### src/core/weigh_defines.vh
// register map, field positions, command and exception codes of the weighing register bank
// assumes a frame decoder outside that hands over one decoded register access at a time
`ifndef WEIGH_DEFINES_VH
`define WEIGH_DEFINES_VH

`define ADDR_COMMAND_WORD       16'h9C46
`define ADDR_WEIGH_FLAGS        16'h9C47
`define ADDR_DIVISION_AND_UNIT  16'h9C4E
`define ADDR_DIGITAL_INPUTS     16'h9C5D
`define ADDR_DIGITAL_OUTPUTS    16'h9C5E
`define ADDR_ANALOG_ZERO_HI     16'h9C6B
`define ADDR_ANALOG_ZERO_LO     16'h9C6C
`define ADDR_ANALOG_SPAN_HI     16'h9C6D
`define ADDR_ANALOG_SPAN_LO     16'h9C6E
`define ADDR_PASSWORD_SEED      16'h9C6F
`define ADDR_ID_PASSWORD        16'h9C70

`define ST_LOAD_CELL_ERR   0
`define ST_ADC_FAULT       1
`define ST_OVER_MAX_9E     2
`define ST_OVER_110PCT     3
`define ST_GROSS_RANGE     4
`define ST_NET_RANGE       5
`define ST_BELOW_M20E      6
`define ST_GROSS_NEG       7
`define ST_NET_NEG         8
`define ST_PEAK_NEG        9
`define ST_NET_MODE        10
`define ST_STABLE          11
`define ST_NEAR_ZERO       12

`define WEIGHT_LIMIT       32'h000F423F
`define UNIT_POUNDS        8'h03
`define UNIT_KILOGRAMS     8'h00
`define NUM_DIN            2
`define NUM_DOUT           3

`define CMD_NONE           16'h0000
`define CMD_TARE_ON        16'h0007
`define CMD_ZERO           16'h0008
`define CMD_TARE_OFF       16'h0009
`define CMD_KEYPAD_LOCK    16'h0015
`define CMD_ALL_UNLOCK     16'h0016
`define CMD_ALL_LOCK       16'h0017
`define CMD_SAVE_NV        16'h0063
`define CMD_CAL_ZERO       16'h0064
`define CMD_CAL_FIRST      16'h0065
`define CMD_CAL_CANCEL     16'h0068
`define CMD_CAL_ADD        16'h006A
`define CMD_SEND_ID        16'h0078
`define CMD_SEND_PASSWORD  16'h0079
`define CMD_PRESET_TARE    16'h0082

`define FUNC_READ_MULTI    8'h03
`define FUNC_WRITE_SINGLE  8'h06
`define FUNC_WRITE_MULTI   8'h10

`define EXC_NONE           2'h0
`define EXC_ILLEGAL_FUNC   2'h1
`define EXC_ILLEGAL_ADDR   2'h2
`define EXC_ILLEGAL_VALUE  2'h3

`define SEED_RESET         16'hACE1

`endif

### src/core/input_sync.v
// three-stage synchroniser with agreement filter for asynchronous pin inputs
// assumes the pins are slow compared with sys_clk
`timescale 1ns/100ps
module input_sync
#(
  parameter WIDTH = 2
)
(
  input  wire             sys_clk,
  input  wire             rst_n,
  input  wire [WIDTH-1:0] pin_in,
  output wire [WIDTH-1:0] level_out
);

  genvar i;
  generate
    for (i = 0; i < WIDTH; i = i + 1)
    begin : g_bit
      reg s1_q;
      reg s2_q;
      reg s3_q;
      reg lvl_q;
      always @(posedge sys_clk)
      begin
        if (!rst_n)
        begin
          s1_q  <= 1'b0;
          s2_q  <= 1'b0;
          s3_q  <= 1'b0;
          lvl_q <= 1'b0;
        end
        else
        begin
          s1_q <= pin_in[i];
          s2_q <= s1_q;
          s3_q <= s2_q;
          // first stage is never compared, only the settled pair
          if (s2_q == s3_q)
            lvl_q <= s3_q;
        end
      end
      assign level_out[i] = lvl_q;
    end
  endgenerate

endmodule // input_sync

### src/core/weighing_status_command_regs.v
// register bank of a weighing instrument: status, i/o, descriptor, command and unlock logic
// assumes a frame decoder outside delivers one register access per req_valid pulse
//
// Overview of operation
// - fault flags in status bits 0 to 3
// - range flags bits 4, 5; below -20e bit 6
// - bit 7 follows gross weight sign
// - bits 8, 9 are net and peak signs
// - bits 10-12: net mode, stable, near zero
// - inputs 1, 2 on bits 0, 1, read only
// - outputs 1 to 3 on bits 0 to 2
// - output write needs host control configuration
// - descriptor: unit high byte, division low byte
// - division codes 0 to 18
// - units kg, g, t, lb; lb only under regulation
// - commands 0, 7, 8, 9, 130 decoded
// - command 21 locks keypad, 23 locks keypad and display, 22 unlocks both
// - span word pairs then command 99 saves
// - calibration commands only with qualified access
// - good password grants access, clears seed
// - access always locked after power-up
// - span values volatile, zero after reset even after save command
// - exception codes 1, 2, 3 for bad requests
`timescale 1ns/100ps
`include "weigh_defines.vh"
module weighing_status_command_regs
#(
  parameter [15:0] PASSWORD_KEY = 16'h5A3C
)
(
  input  wire        sys_clk,
  input  wire        rst_n,
  input  wire        req_valid,
  input  wire [7:0]  req_func,
  input  wire [15:0] req_addr,
  input  wire [15:0] req_wdata,
  output wire        rsp_valid,
  output wire [15:0] rsp_data,
  output wire [1:0]  rsp_exc,
  input  wire        load_cell_err,
  input  wire        adc_fault,
  input  wire        over_max_9e,
  input  wire        over_110pct,
  input  wire        below_minus_20e,
  input  wire        weight_stable,
  input  wire        near_zero,
  input  wire [31:0] gross_weight,
  input  wire [31:0] net_weight,
  input  wire [31:0] peak_weight,
  input  wire [7:0]  division_code,
  input  wire [7:0]  unit_parameter,
  input  wire        pound_regulation,
  input  wire [1:0]  din_pins,
  input  wire [2:0]  host_driven_output_setting,
  output wire [2:0]  dout_pins,
  output wire        net_display,
  output wire        keypad_locked,
  output wire        display_locked,
  output wire        access_granted,
  output wire        zero_pulse,
  output wire        preset_tare_pulse,
  output wire        save_nv_pulse,
  output wire        cal_zero_pulse,
  output wire        cal_first_pulse,
  output wire        cal_cancel_pulse,
  output wire        cal_add_pulse,
  output wire [31:0] analog_zero_weight,
  output wire [31:0] analog_span_weight
);

  reg  [15:0] seed_gen_q;
  reg  [15:0] seed_q;
  reg  [15:0] id_password_q;
  reg  [15:0] id_code_q;
  reg         access_q;
  reg         tare_q;
  reg         keypad_q;
  reg         display_q;
  reg  [2:0]  dout_q;
  reg  [15:0] zero_hi_q;
  reg  [15:0] zero_lo_q;
  reg  [15:0] span_hi_q;
  reg  [15:0] span_lo_q;
  reg         rsp_valid_q;
  reg  [15:0] rsp_data_q;
  reg  [1:0]  rsp_exc_q;
  // one-cycle command pulses: zero, preset, save, cal zero, first, cancel, add
  reg  [6:0]  pulse_q;
  reg  [15:0] status_w;
  reg  [15:0] rd_data;
  reg         rd_ok;
  reg         wr_ok;
  reg         cmd_ok;
  reg  [1:0]  exc;
  reg  [7:0]  unit_w;
  wire [1:0]  din_w;
  wire        is_read;
  wire        is_write;
  wire        password_match;
  wire        cmd_write;

  input_sync #(.WIDTH(`NUM_DIN)) input_sync_inst
  (
    .sys_clk   (sys_clk),
    .rst_n     (rst_n),
    .pin_in    (din_pins),
    .level_out (din_w)
  );

  assign is_read  = (req_func == `FUNC_READ_MULTI);
  assign is_write = (req_func == `FUNC_WRITE_SINGLE) || (req_func == `FUNC_WRITE_MULTI);
  assign password_match = (id_password_q == (seed_q ^ id_code_q ^ PASSWORD_KEY));
  assign cmd_write = req_valid && is_write && (req_addr == `ADDR_COMMAND_WORD);

  always @*
  begin
    status_w = 16'h0000;
    status_w[`ST_LOAD_CELL_ERR] = load_cell_err;
    status_w[`ST_ADC_FAULT]     = adc_fault;
    status_w[`ST_OVER_MAX_9E]   = over_max_9e;
    status_w[`ST_OVER_110PCT]   = over_110pct;
    status_w[`ST_GROSS_RANGE] = ($signed(gross_weight) > $signed(`WEIGHT_LIMIT)) ||
                                ($signed(gross_weight) < -$signed(`WEIGHT_LIMIT));
    status_w[`ST_NET_RANGE]   = ($signed(net_weight) > $signed(`WEIGHT_LIMIT)) ||
                                ($signed(net_weight) < -$signed(`WEIGHT_LIMIT));
    status_w[`ST_BELOW_M20E]  = below_minus_20e;
    status_w[`ST_GROSS_NEG] = gross_weight[31];
    status_w[`ST_NET_NEG]  = net_weight[31];
    status_w[`ST_PEAK_NEG] = peak_weight[31];
    status_w[`ST_NET_MODE]  = tare_q;
    status_w[`ST_STABLE]    = weight_stable;
    status_w[`ST_NEAR_ZERO] = near_zero;
  end

  // pounds hidden unless its regulation is active
  always @*
  begin
    if ((unit_parameter == `UNIT_POUNDS) && !pound_regulation)
      unit_w = `UNIT_KILOGRAMS;
    else
      unit_w = unit_parameter;
  end

  // read decode; anything unlisted is an unavailable address
  always @*
  begin
    rd_ok   = 1'b1;
    rd_data = 16'h0000;
    case (req_addr)
      `ADDR_WEIGH_FLAGS       : rd_data = status_w;
      // unit high byte, division low byte
      `ADDR_DIVISION_AND_UNIT : rd_data = {unit_w, division_code};
      // unused input and output bits read zero
      `ADDR_DIGITAL_INPUTS    : rd_data = {14'h0000, din_w};
      // outputs 1 to 3 on bits 0 to 2
      // output states readable at any time
      `ADDR_DIGITAL_OUTPUTS   : rd_data = {13'h0000, dout_q};
      `ADDR_ANALOG_ZERO_HI    : rd_data = zero_hi_q;
      `ADDR_ANALOG_ZERO_LO    : rd_data = zero_lo_q;
      `ADDR_ANALOG_SPAN_HI    : rd_data = span_hi_q;
      `ADDR_ANALOG_SPAN_LO    : rd_data = span_lo_q;
      `ADDR_PASSWORD_SEED     : rd_data = seed_q;
      `ADDR_ID_PASSWORD       : rd_data = id_password_q;
      default                 : rd_ok = 1'b0;
    endcase
  end

  // writes to status, descriptor and seed are refused
  always @*
  begin
    case (req_addr)
      `ADDR_COMMAND_WORD, `ADDR_DIGITAL_INPUTS, `ADDR_DIGITAL_OUTPUTS,
      `ADDR_ANALOG_ZERO_HI, `ADDR_ANALOG_ZERO_LO, `ADDR_ANALOG_SPAN_HI, `ADDR_ANALOG_SPAN_LO,
      `ADDR_ID_PASSWORD : wr_ok = 1'b1;
      default           : wr_ok = 1'b0;
    endcase
  end

  always @*
  begin
    case (req_wdata)
      `CMD_NONE, `CMD_TARE_ON, `CMD_ZERO, `CMD_TARE_OFF, `CMD_KEYPAD_LOCK,
      `CMD_ALL_UNLOCK, `CMD_ALL_LOCK, `CMD_SAVE_NV, `CMD_SEND_ID,
      `CMD_PRESET_TARE   : cmd_ok = 1'b1;
      `CMD_CAL_ZERO, `CMD_CAL_FIRST, `CMD_CAL_CANCEL, `CMD_CAL_ADD : cmd_ok = access_q;
      // a wrong password is answered as an invalid value
      `CMD_SEND_PASSWORD : cmd_ok = password_match;
      default            : cmd_ok = 1'b0;
    endcase
  end

  always @*
  begin
    if (!is_read && !is_write)
      exc = `EXC_ILLEGAL_FUNC;
    else if (is_read ? !rd_ok : !wr_ok)
      exc = `EXC_ILLEGAL_ADDR;
    else if (cmd_write && !cmd_ok)
      exc = `EXC_ILLEGAL_VALUE;
    else
      exc = `EXC_NONE;
  end

  always @(posedge sys_clk)
  begin
    if (!rst_n)
    begin
      seed_gen_q    <= `SEED_RESET;
      seed_q        <= 16'h0000;
      id_password_q <= 16'h0000;
      id_code_q     <= 16'h0000;
      access_q      <= 1'b0;
      tare_q        <= 1'b0;
      keypad_q      <= 1'b0;
      display_q     <= 1'b0;
      dout_q        <= 3'h0;
      // span values volatile, zero after power-up
      zero_hi_q     <= 16'h0000;
      zero_lo_q     <= 16'h0000;
      span_hi_q     <= 16'h0000;
      span_lo_q     <= 16'h0000;
      rsp_valid_q   <= 1'b0;
      rsp_data_q    <= 16'h0000;
      rsp_exc_q     <= `EXC_NONE;
      pulse_q       <= 7'h00;
    end
    else
    begin
      // free-running lfsr so each seed is hard to predict
      seed_gen_q   <= {seed_gen_q[14:0],
                       seed_gen_q[15] ^ seed_gen_q[13] ^ seed_gen_q[12] ^ seed_gen_q[10]};
      rsp_valid_q  <= req_valid;
      pulse_q      <= 7'h00;
      if (req_valid)
      begin
        rsp_exc_q  <= exc;
        rsp_data_q <= is_read ? rd_data : req_wdata;
      end
      if (req_valid && is_write && (exc == `EXC_NONE))
      begin
        case (req_addr)
          // only host-controlled outputs take the write
          `ADDR_DIGITAL_OUTPUTS :
            dout_q <= (req_wdata[2:0] & host_driven_output_setting) |
                      (dout_q & ~host_driven_output_setting);
          // span word pairs take effect at once, held until rewritten or reset
          `ADDR_ANALOG_ZERO_HI : zero_hi_q <= req_wdata;
          `ADDR_ANALOG_ZERO_LO : zero_lo_q <= req_wdata;
          `ADDR_ANALOG_SPAN_HI : span_hi_q <= req_wdata;
          `ADDR_ANALOG_SPAN_LO : span_lo_q <= req_wdata;
          `ADDR_ID_PASSWORD    : id_password_q <= req_wdata;
          `ADDR_COMMAND_WORD :
            case (req_wdata)
              `CMD_TARE_ON     : tare_q <= 1'b1;
              `CMD_TARE_OFF    : tare_q <= 1'b0;
              `CMD_ZERO        : pulse_q[0] <= 1'b1;
              `CMD_PRESET_TARE : pulse_q[1] <= 1'b1;
              `CMD_KEYPAD_LOCK : keypad_q <= 1'b1;
              `CMD_ALL_UNLOCK :
              begin
                keypad_q  <= 1'b0;
                display_q <= 1'b0;
              end
              `CMD_ALL_LOCK :
              begin
                keypad_q  <= 1'b1;
                display_q <= 1'b1;
              end
              `CMD_SAVE_NV    : pulse_q[2] <= 1'b1;
              `CMD_CAL_ZERO   : pulse_q[3] <= 1'b1;
              `CMD_CAL_FIRST  : pulse_q[4] <= 1'b1;
              `CMD_CAL_CANCEL : pulse_q[5] <= 1'b1;
              `CMD_CAL_ADD    : pulse_q[6] <= 1'b1;
              // latch the id and hand out a fresh seed
              `CMD_SEND_ID :
              begin
                id_code_q <= id_password_q;
                seed_q    <= seed_gen_q;
              end
              `CMD_SEND_PASSWORD :
              begin
                access_q <= 1'b1;
                seed_q   <= 16'h0000;
              end
              default : ;
            endcase
          // digital_inputs accepts the write and changes nothing
          default : ;
        endcase
      end
    end
  end

  assign rsp_valid          = rsp_valid_q;
  assign rsp_data           = rsp_data_q;
  assign rsp_exc            = rsp_exc_q;
  assign dout_pins          = dout_q;
  assign net_display        = tare_q;
  assign keypad_locked      = keypad_q;
  assign display_locked     = display_q;
  assign access_granted     = access_q;
  assign zero_pulse         = pulse_q[0];
  assign preset_tare_pulse  = pulse_q[1];
  assign save_nv_pulse      = pulse_q[2];
  assign cal_zero_pulse     = pulse_q[3];
  assign cal_first_pulse    = pulse_q[4];
  assign cal_cancel_pulse   = pulse_q[5];
  assign cal_add_pulse      = pulse_q[6];
  assign analog_zero_weight = {zero_hi_q, zero_lo_q};
  assign analog_span_weight = {span_hi_q, span_lo_q};

endmodule // weighing_status_command_regs

### config.mk
export PLATFORM = sky130hd
export DESIGN_NAME = weighing_status_command_regs
export DESIGN_NICKNAME = d
export VERILOG_FILES = /design/src/core/input_sync.v /design/src/core/weighing_status_command_regs.v
export VERILOG_INCLUDE_DIRS = /design/src /design/src/core
export SDC_FILE = /design/constraint.sdc
export NUM_CORES = 1
export LEC_CHECK = 0
export BUFFER_PORTS_ARGS = -buffer_cell sky130_fd_sc_hd__buf_2
export CAP_MARGIN = 0
export CORE_MARGIN = 5
export CORE_UTILIZATION = 45
export CTS_BUF_LIST = sky130_fd_sc_hd__clkbuf_16
export CTS_CLUSTER_SIZE = 28
export DETAILED_ROUTE_END_ITERATION = 10
export GPL_ROUTABILITY_DRIVEN = 0
export PLACE_DENSITY = 0.75
export SLEW_MARGIN = 20
export SYNTH_ARGS = -nofsm -noshare
export SYNTH_HDL_FRONTEND = slang
export SYNTH_SLANG_ARGS = --single-unit
### constraint.sdc
create_clock -name sys_clk -period 2.4 [get_ports sys_clk]
set_input_delay 0.48 -clock sys_clk [delete_from_list [all_inputs] [get_ports sys_clk]]
set_output_delay 0.48 -clock sys_clk [all_outputs]
set_load 0.01 [all_outputs]
Word-level counts from Yosys, hierarchy flattened
Cells that the tools add are included.
{"block": "totals", "output_inout_bits": 97, "elab_cells": 130, "ff_bits": 169}
{"block": "classes", "mux": 21, "n_bitwise": 9, "order_cmp": 4, "reduce_logical": 39, "eq_ne": 32}
{"operator": "$eq 16x16->1 const B", "n": 11}
{"operator": "$pmux 16 s10", "n": 1}
{"operator": "$eq 16x7->1 const B", "n": 7}
{"operator": "$gt 32x21->1 const B", "n": 2}
{"operator": "$lt 32x21->1 const B", "n": 2}
{"operator": "$eq 16x5->1 const B", "n": 3}
{"operator": "$eq 16x4->1 const B", "n": 2}
{"operator": "$pmux 16 s2", "n": 1}
{"operator": "$reduce_and 3->1", "n": 7}
{"operator": "$reduce_or 10->1", "n": 2}
{"operator": "$eq 16x16->1", "n": 1}
{"operator": "$eq 16x3->1 const B", "n": 1}
{"operator": "$eq 16x8->1 const B", "n": 1}
{"operator": "$eq 8x2->1 const B", "n": 2}
{"operator": "$logic_not 16->1", "n": 1}
{"operator": "$mux 16", "n": 1}
{"operator": "$xor 16x16->16", "n": 1}
{"operator": "$reduce_and 2->1", "n": 6}
{"operator": "$mux 1", "n": 10}
{"operator": "$eq 8x3->1 const B", "n": 1}
{"operator": "$eq 8x5->1 const B", "n": 1}
{"operator": "$mux 8", "n": 1}
{"operator": "$not 8->8", "n": 1}
{"operator": "$reduce_bool 2->1", "n": 4}
{"operator": "15 further kinds", "n": 35}

Depth between registers and ports, before layout
{"block": "logic_depth", "depth_word": 12, "ltp_mapped": 10, "depth_no_buf": 6}

Cells and area by module
A second synthesis with hierarchy kept.
{"block": "hier_totals", "cells_unflattened": 993, "hier_area_um2": 8229.1}
{"mod": "weighing_status_command_regs", "seq_area_each_um2": 3223.1, "n_inst": 1, "cells_each": 971, "area_per_inst_um2": 7976.4}
{"mod": "input_sync", "seq_area_each_um2": 160.2, "n_inst": 1, "cells_each": 22, "area_per_inst_um2": 252.7}

Least setup slack after synthesis
No wires, ideal clock.
{"block": "synth_timing", "path_type": "in2reg", "from": "in req_func[3]", "to": "reg access_q (netlist: access_granted)", "setup_slack_ns": -0.016, "setup_time_ns": 0.089, "t_required_ns": 2.311, "t_arrival_ns": 2.327, "stages": 6, "path_cell_list": "or4_4 > a2111o_1 > nor3b_4 > nand2_1 > and3_4 > o32ai_2"}
{"block": "synth_between", "elab_chain_cells": 11, "elab_cells_between_ends": 17}
{"item": "from (decl)", "line_no": "weighing_status_command_regs.v:34", "text": "input wire [7:0] req_func,"}
{"item": "$eq 8x3->1 (no line) / $eq 8x5->1 (equally long branches)"}
{"item": "$logic_or 1x1->1", "line_no": "weighing_status_command_regs.v:111", "text": "assign is_write = (req_func == `FUNC_WRITE_SINGLE) || (req_func == `FUNC_WRITE_MULTI);"}
{"item": "$logic_and 1x1->1", "line_no": "weighing_status_command_regs.v:113, weighing_status_command_regs.v:239"}
{"item": "$logic_and 1x1->1", "line_no": "weighing_status_command_regs.v:113", "text": "assign cmd_write = req_valid && is_write && (req_addr == `ADDR_COMMAND_WORD);"}
{"item": "$logic_and 1x1->1", "line_no": "weighing_status_command_regs.v:198", "text": "else if (cmd_write && !cmd_ok)"}
{"item": "$mux 2", "line_no": "weighing_status_command_regs.v:198"}
{"item": "$mux 2", "line_no": "weighing_status_command_regs.v:196", "text": "else if (is_read ? !rd_ok : !wr_ok)"}
{"item": "$mux 2", "line_no": "weighing_status_command_regs.v:194", "text": "if (!is_read && !is_write)"}
{"item": "$logic_not 2->1 (no line)"}
{"item": "$logic_and 1x1->1 *", "line_no": "weighing_status_command_regs.v:239", "text": "if (req_valid && is_write && (exc == `EXC_NONE))"}
{"item": "$reduce_and 3->1 (no line) *"}
{"item": "to (signal assigned)", "line_no": "weighing_status_command_regs.v:212", "text": "access_q <= 1'b0;"}
{"item": "to (signal assigned)", "line_no": "weighing_status_command_regs.v:282", "text": "access_q <= 1'b1;"}
{"item": "to (decl)", "line_no": "weighing_status_command_regs.v:75", "text": "reg access_q;"}
Every way passes the cells marked *; elsewhere a longest branch is shown, timed or not.
A chain may end at the register's enable or synchronous reset.

Worst setup path in the final report
{"block": "layout_timing", "from": "in req_func[3]", "to": "reg pulse_q[6]"}
{"block": "layout_between", "elab_chain_cells": 11, "elab_cells_between_ends": 17}
{"item": "$eq 8x3->1 (no line) / $eq 8x5->1 (equally long branches)"}
{"item": "$logic_or 1x1->1", "line_no": "weighing_status_command_regs.v:111"}
{"item": "$logic_and 1x1->1", "line_no": "weighing_status_command_regs.v:113, weighing_status_command_regs.v:239"}
{"item": "$logic_and 1x1->1", "line_no": "weighing_status_command_regs.v:113"}
{"item": "$logic_and 1x1->1", "line_no": "weighing_status_command_regs.v:198"}
{"item": "$mux 2", "line_no": "weighing_status_command_regs.v:198"}
{"item": "$mux 2", "line_no": "weighing_status_command_regs.v:196"}
{"item": "$mux 2", "line_no": "weighing_status_command_regs.v:194"}
{"item": "$logic_not 2->1 (no line)"}
{"item": "$logic_and 1x1->1 *", "line_no": "weighing_status_command_regs.v:239"}
{"item": "$reduce_and 3->1 (no line) *"}
{"item": "to (signal assigned)", "line_no": "weighing_status_command_regs.v:225", "text": "pulse_q <= 7'h00;"}
{"item": "to (signal assigned)", "line_no": "weighing_status_command_regs.v:233", "text": "pulse_q <= 7'h00;"}
{"item": "to (signal assigned)", "line_no": "weighing_status_command_regs.v:273", "text": "`CMD_CAL_ADD : pulse_q[6] <= 1'b1;"}
{"item": "to (decl)", "line_no": "weighing_status_command_regs.v:88", "text": "reg [6:0] pulse_q;"}
Marked as above.

==> impl_metrics.yaml <==
power_and_ir_drop:
  switchingPower_mw: 1.52
  leakagePower_nw: 4.53
  peakVddDrop_mv: 0.544
  power_frac_clock_pct: 44.9
  p_per_area_nw_per_um2: 540
  p_int_mw: 4.62
  pwr-share-seq_pct: 46.8
  sw_frac_of_total_pct: 24.8
  power_frac_comb_pct: 8.4
synth:
  synth-seq-cells: 169
  syn_inst: 1011
  synth_top_family_by_area: "simple AND/OR/NAND/NOR gates"
  synth_xor_area_share_pct: 4.93
  synth-simple-area-share_pct: 28.0
  synthMuxAreaShare_pct: 0.482
  seq_area_frac_synth_pct: 40.7
  async_flop_share_pct: 0
  synth_compound_area_share_pct: 21.2
  synth_ff_type: "dfxtp_1"
  synth_nets: 1179
  syn_avg_cell_area_um2: 8.21
  yosysUniqueCellTypes: 79
  synth_edf_count: 0
  syn_area_um2: 8300
  synthAdderAreaFrac_pct: 0
  yosys_warnings: 0
placed_design:
  dp_hpwl_um: 24600
  place_ws_ns: -0.293
  placed_area_um2: 10700
  place_inst: 1547
  port_buffers: 233
clock_network:
  holdBufCountCts: 0
  cts_buffers: 17
  path_clk_slew_ns: 0.07
  cts_setup_buffers: 0
  root_buffer: "clkbuf_16"
  cts_tree: "built"
  clockBufferDepth: 2
  htree_levels: 4
  cts_sinks: 169
  cts.repair.resized: 0
  clock_latency_ns: 0.43
timing:
  tns_ns: 0
  hold_violations: 0
  finalCritPeriodShare_pct: 98.0
  post-route-min-period_ns: 2.35
  slew_viol_final: 0
  fin_ws_ns: 0.0482
  tightest_slew_ns: 0.531
  setup_viol: 0
  slew_headroom_pct: 64.2
  max_freq_mhz: 425
  skew_ns: 0.0140
floorplanning:
  die_area_um2: 21300
  top_level_ports: 265
  initial_utilization_pct: 45.9
  rows: 49
  core_area_um2: 18100
  dieWidth_um: 146
  die_h_um: 146
routing:
  drt-initial-drc-count: 1304
  wl_um: 32700
  via_per_inst: 5.99
  drtAntennaViolNets: 0
  drc: 0
  first_pass_iters: 9
  vias: 9463
  wl_per_cell_um: 20.7
critical_path:
  end_kind: "flip-flop"
  crit_path_start_kind: "input port"
  crit_fanout: 7
  crit_type: "input port to flip-flop"
  r2r_slack_ns: 0.14
  crit_arrival_ns: 2.68
  crit_required_ns: 2.73
worst_hold_path:
  hp-class: "input port to flip-flop"
finish:
  mostFrequentLayoutCell: "nand2_1"
  num-nets-final: 1505
  final_cell_area_um2: 11400
  final_cells: 1580
  final_cell_mix: "254 x nand2_1, 233 x buf_2, 169 x dfxtp_1, 132 x buf_4, 112 x a21oi_1"
  syn_to_final_growth_pct: 36.8
  drive_gt1_share_pct: 32.4
global_route:
  grt_pass1_wl_um: 50400
  grt_overflow: 0
  antenna_found_initial: 1
  grt_max_degree: 109
  grt_usage_pct: 29.7
  grt_pass1_vias: 9075
run_status:
  status: "complete, no violations"
run:
  maxCapViolCount: 0
==> path summary, 6_finish.rpt <==
path,cells past startpoint,from,end
max,8,req_func[3],pulse_q[6]
min,2,din_pins[0],input_sync_inst.g_bit[0].s1_q
min reg2reg,2,seed_gen_q[2],seed_gen_q[3]
max reg2reg,6,id_code_q[12],access_granted
==> cell usage after synthesis, drive strengths merged, types with 5 or more instances <==
cell	instances	area (um^2)
buf	26	144
xnor2	10	87.6
nor4	33	240
o21ai	22	110
nand4	17	106
or3	6	37.5
nand4b	5	43.8
o22ai	5	31.3
or4	5	41.3
o2bb2ai	9	78.8
nand2	254	953
a21oi	112	561
inv	17	63.8
nor4bb	5	50.1
nor3	14	75.1
a41o	14	140
a22oi	46	345
nand3b	11	82.6
nand3	19	95.1
nor3b	5	53.8
and3	7	48.8
clkbuf	47	176
a31oi	17	106
nand2b	10	62.6
dfxtp	169	3380
nor2	26	114
xnor3	11	248
and2	13	81.3
==> sequential cells by signal (all words and copies together) (netlist names), named ones only <==
name and count:
rsp_exc 2, display_locked 1, zero_lo_q 16, input_sync_inst.g_bit.s1_q 2, span_hi_q 16, input_sync_inst.g_bit.lvl_q 2
seed_q 16, span_lo_q 16, input_sync_inst.g_bit.s3_q 2, id_password_q 16, input_sync_inst.g_bit.s2_q 2, pulse_q 7
rsp_data 16, keypad_locked 1, rsp_valid 1, access_granted 1, id_code_q 16, zero_hi_q 16
seed_gen_q 16, net_display 1
==> stage by stage <==
stage / power [mW] / hold WS [ns] / utilization (%)
6_report: 6.14 / 0.255 / 62.8
5_1_grt: 6.33 / 0.242 / 62.8
4_1_cts: 6.14 / 0.244 / 62.6
3_5_place_dp: 3.43 / 0.421 / 59.3
3_3_place_gp: 3.43 / 0.420 / 59.3
2_1_floorplan: 3.13 / 0.404 / -
==> per-layer routing <==
metal / global-route usage, % / vias to the layer above / routed length, um
met5: 0 / - / 0
met4: 10.7 / 0 / 1070
met3: 8.44 / 95 / 3850
met2: 50.1 / 581 / 15800
met1: 36.2 / 4440 / 11900
li1: - / 4347 / -
==> cells by family (layout without fill, tap and decap cells) <==
family	Yosys count	count (layout)
AOI/OAI and AO/OA	266	266
xor gates and xnor gates	26	26
buffers and inverters	90	429
DFF	169	169
muxes	4	4
other	0	1
and+or+nand+nor	456	456
==> cell type report <==
cell class,count,area (um^2)
inverters,17,65.1
well taps,229,287
diodes,1,2.50
repair buffers,380,2460
clock inverters,15,169
flip-flops and latches,169,3380
clock buffers,17,425
fillers,1551,6730
multi-input cells,752,4570
==> worst max-delay path, stage by stage <==
cell and delay, ns:
buf_2 0.10, or4_4 0.54, a2111oi_2 0.38, nand4b_1 0.26
buf_4 0.21, buf_4 0.14, a21o_1 0.25, nor4_1 0.31
==> power groups by stage <==
stage	clock [mW]	sequential, mW	combinational [mW]
after floorplan	0	2.94	0.188
after global placement	0	2.93	0.492
after detailed placement	0	2.93	0.499
after CTS	2.77	2.87	0.502
after global routing	2.91	2.87	0.549
final	2.75	2.87	0.512
Note: power is estimated with default switching activity, not from simulation.
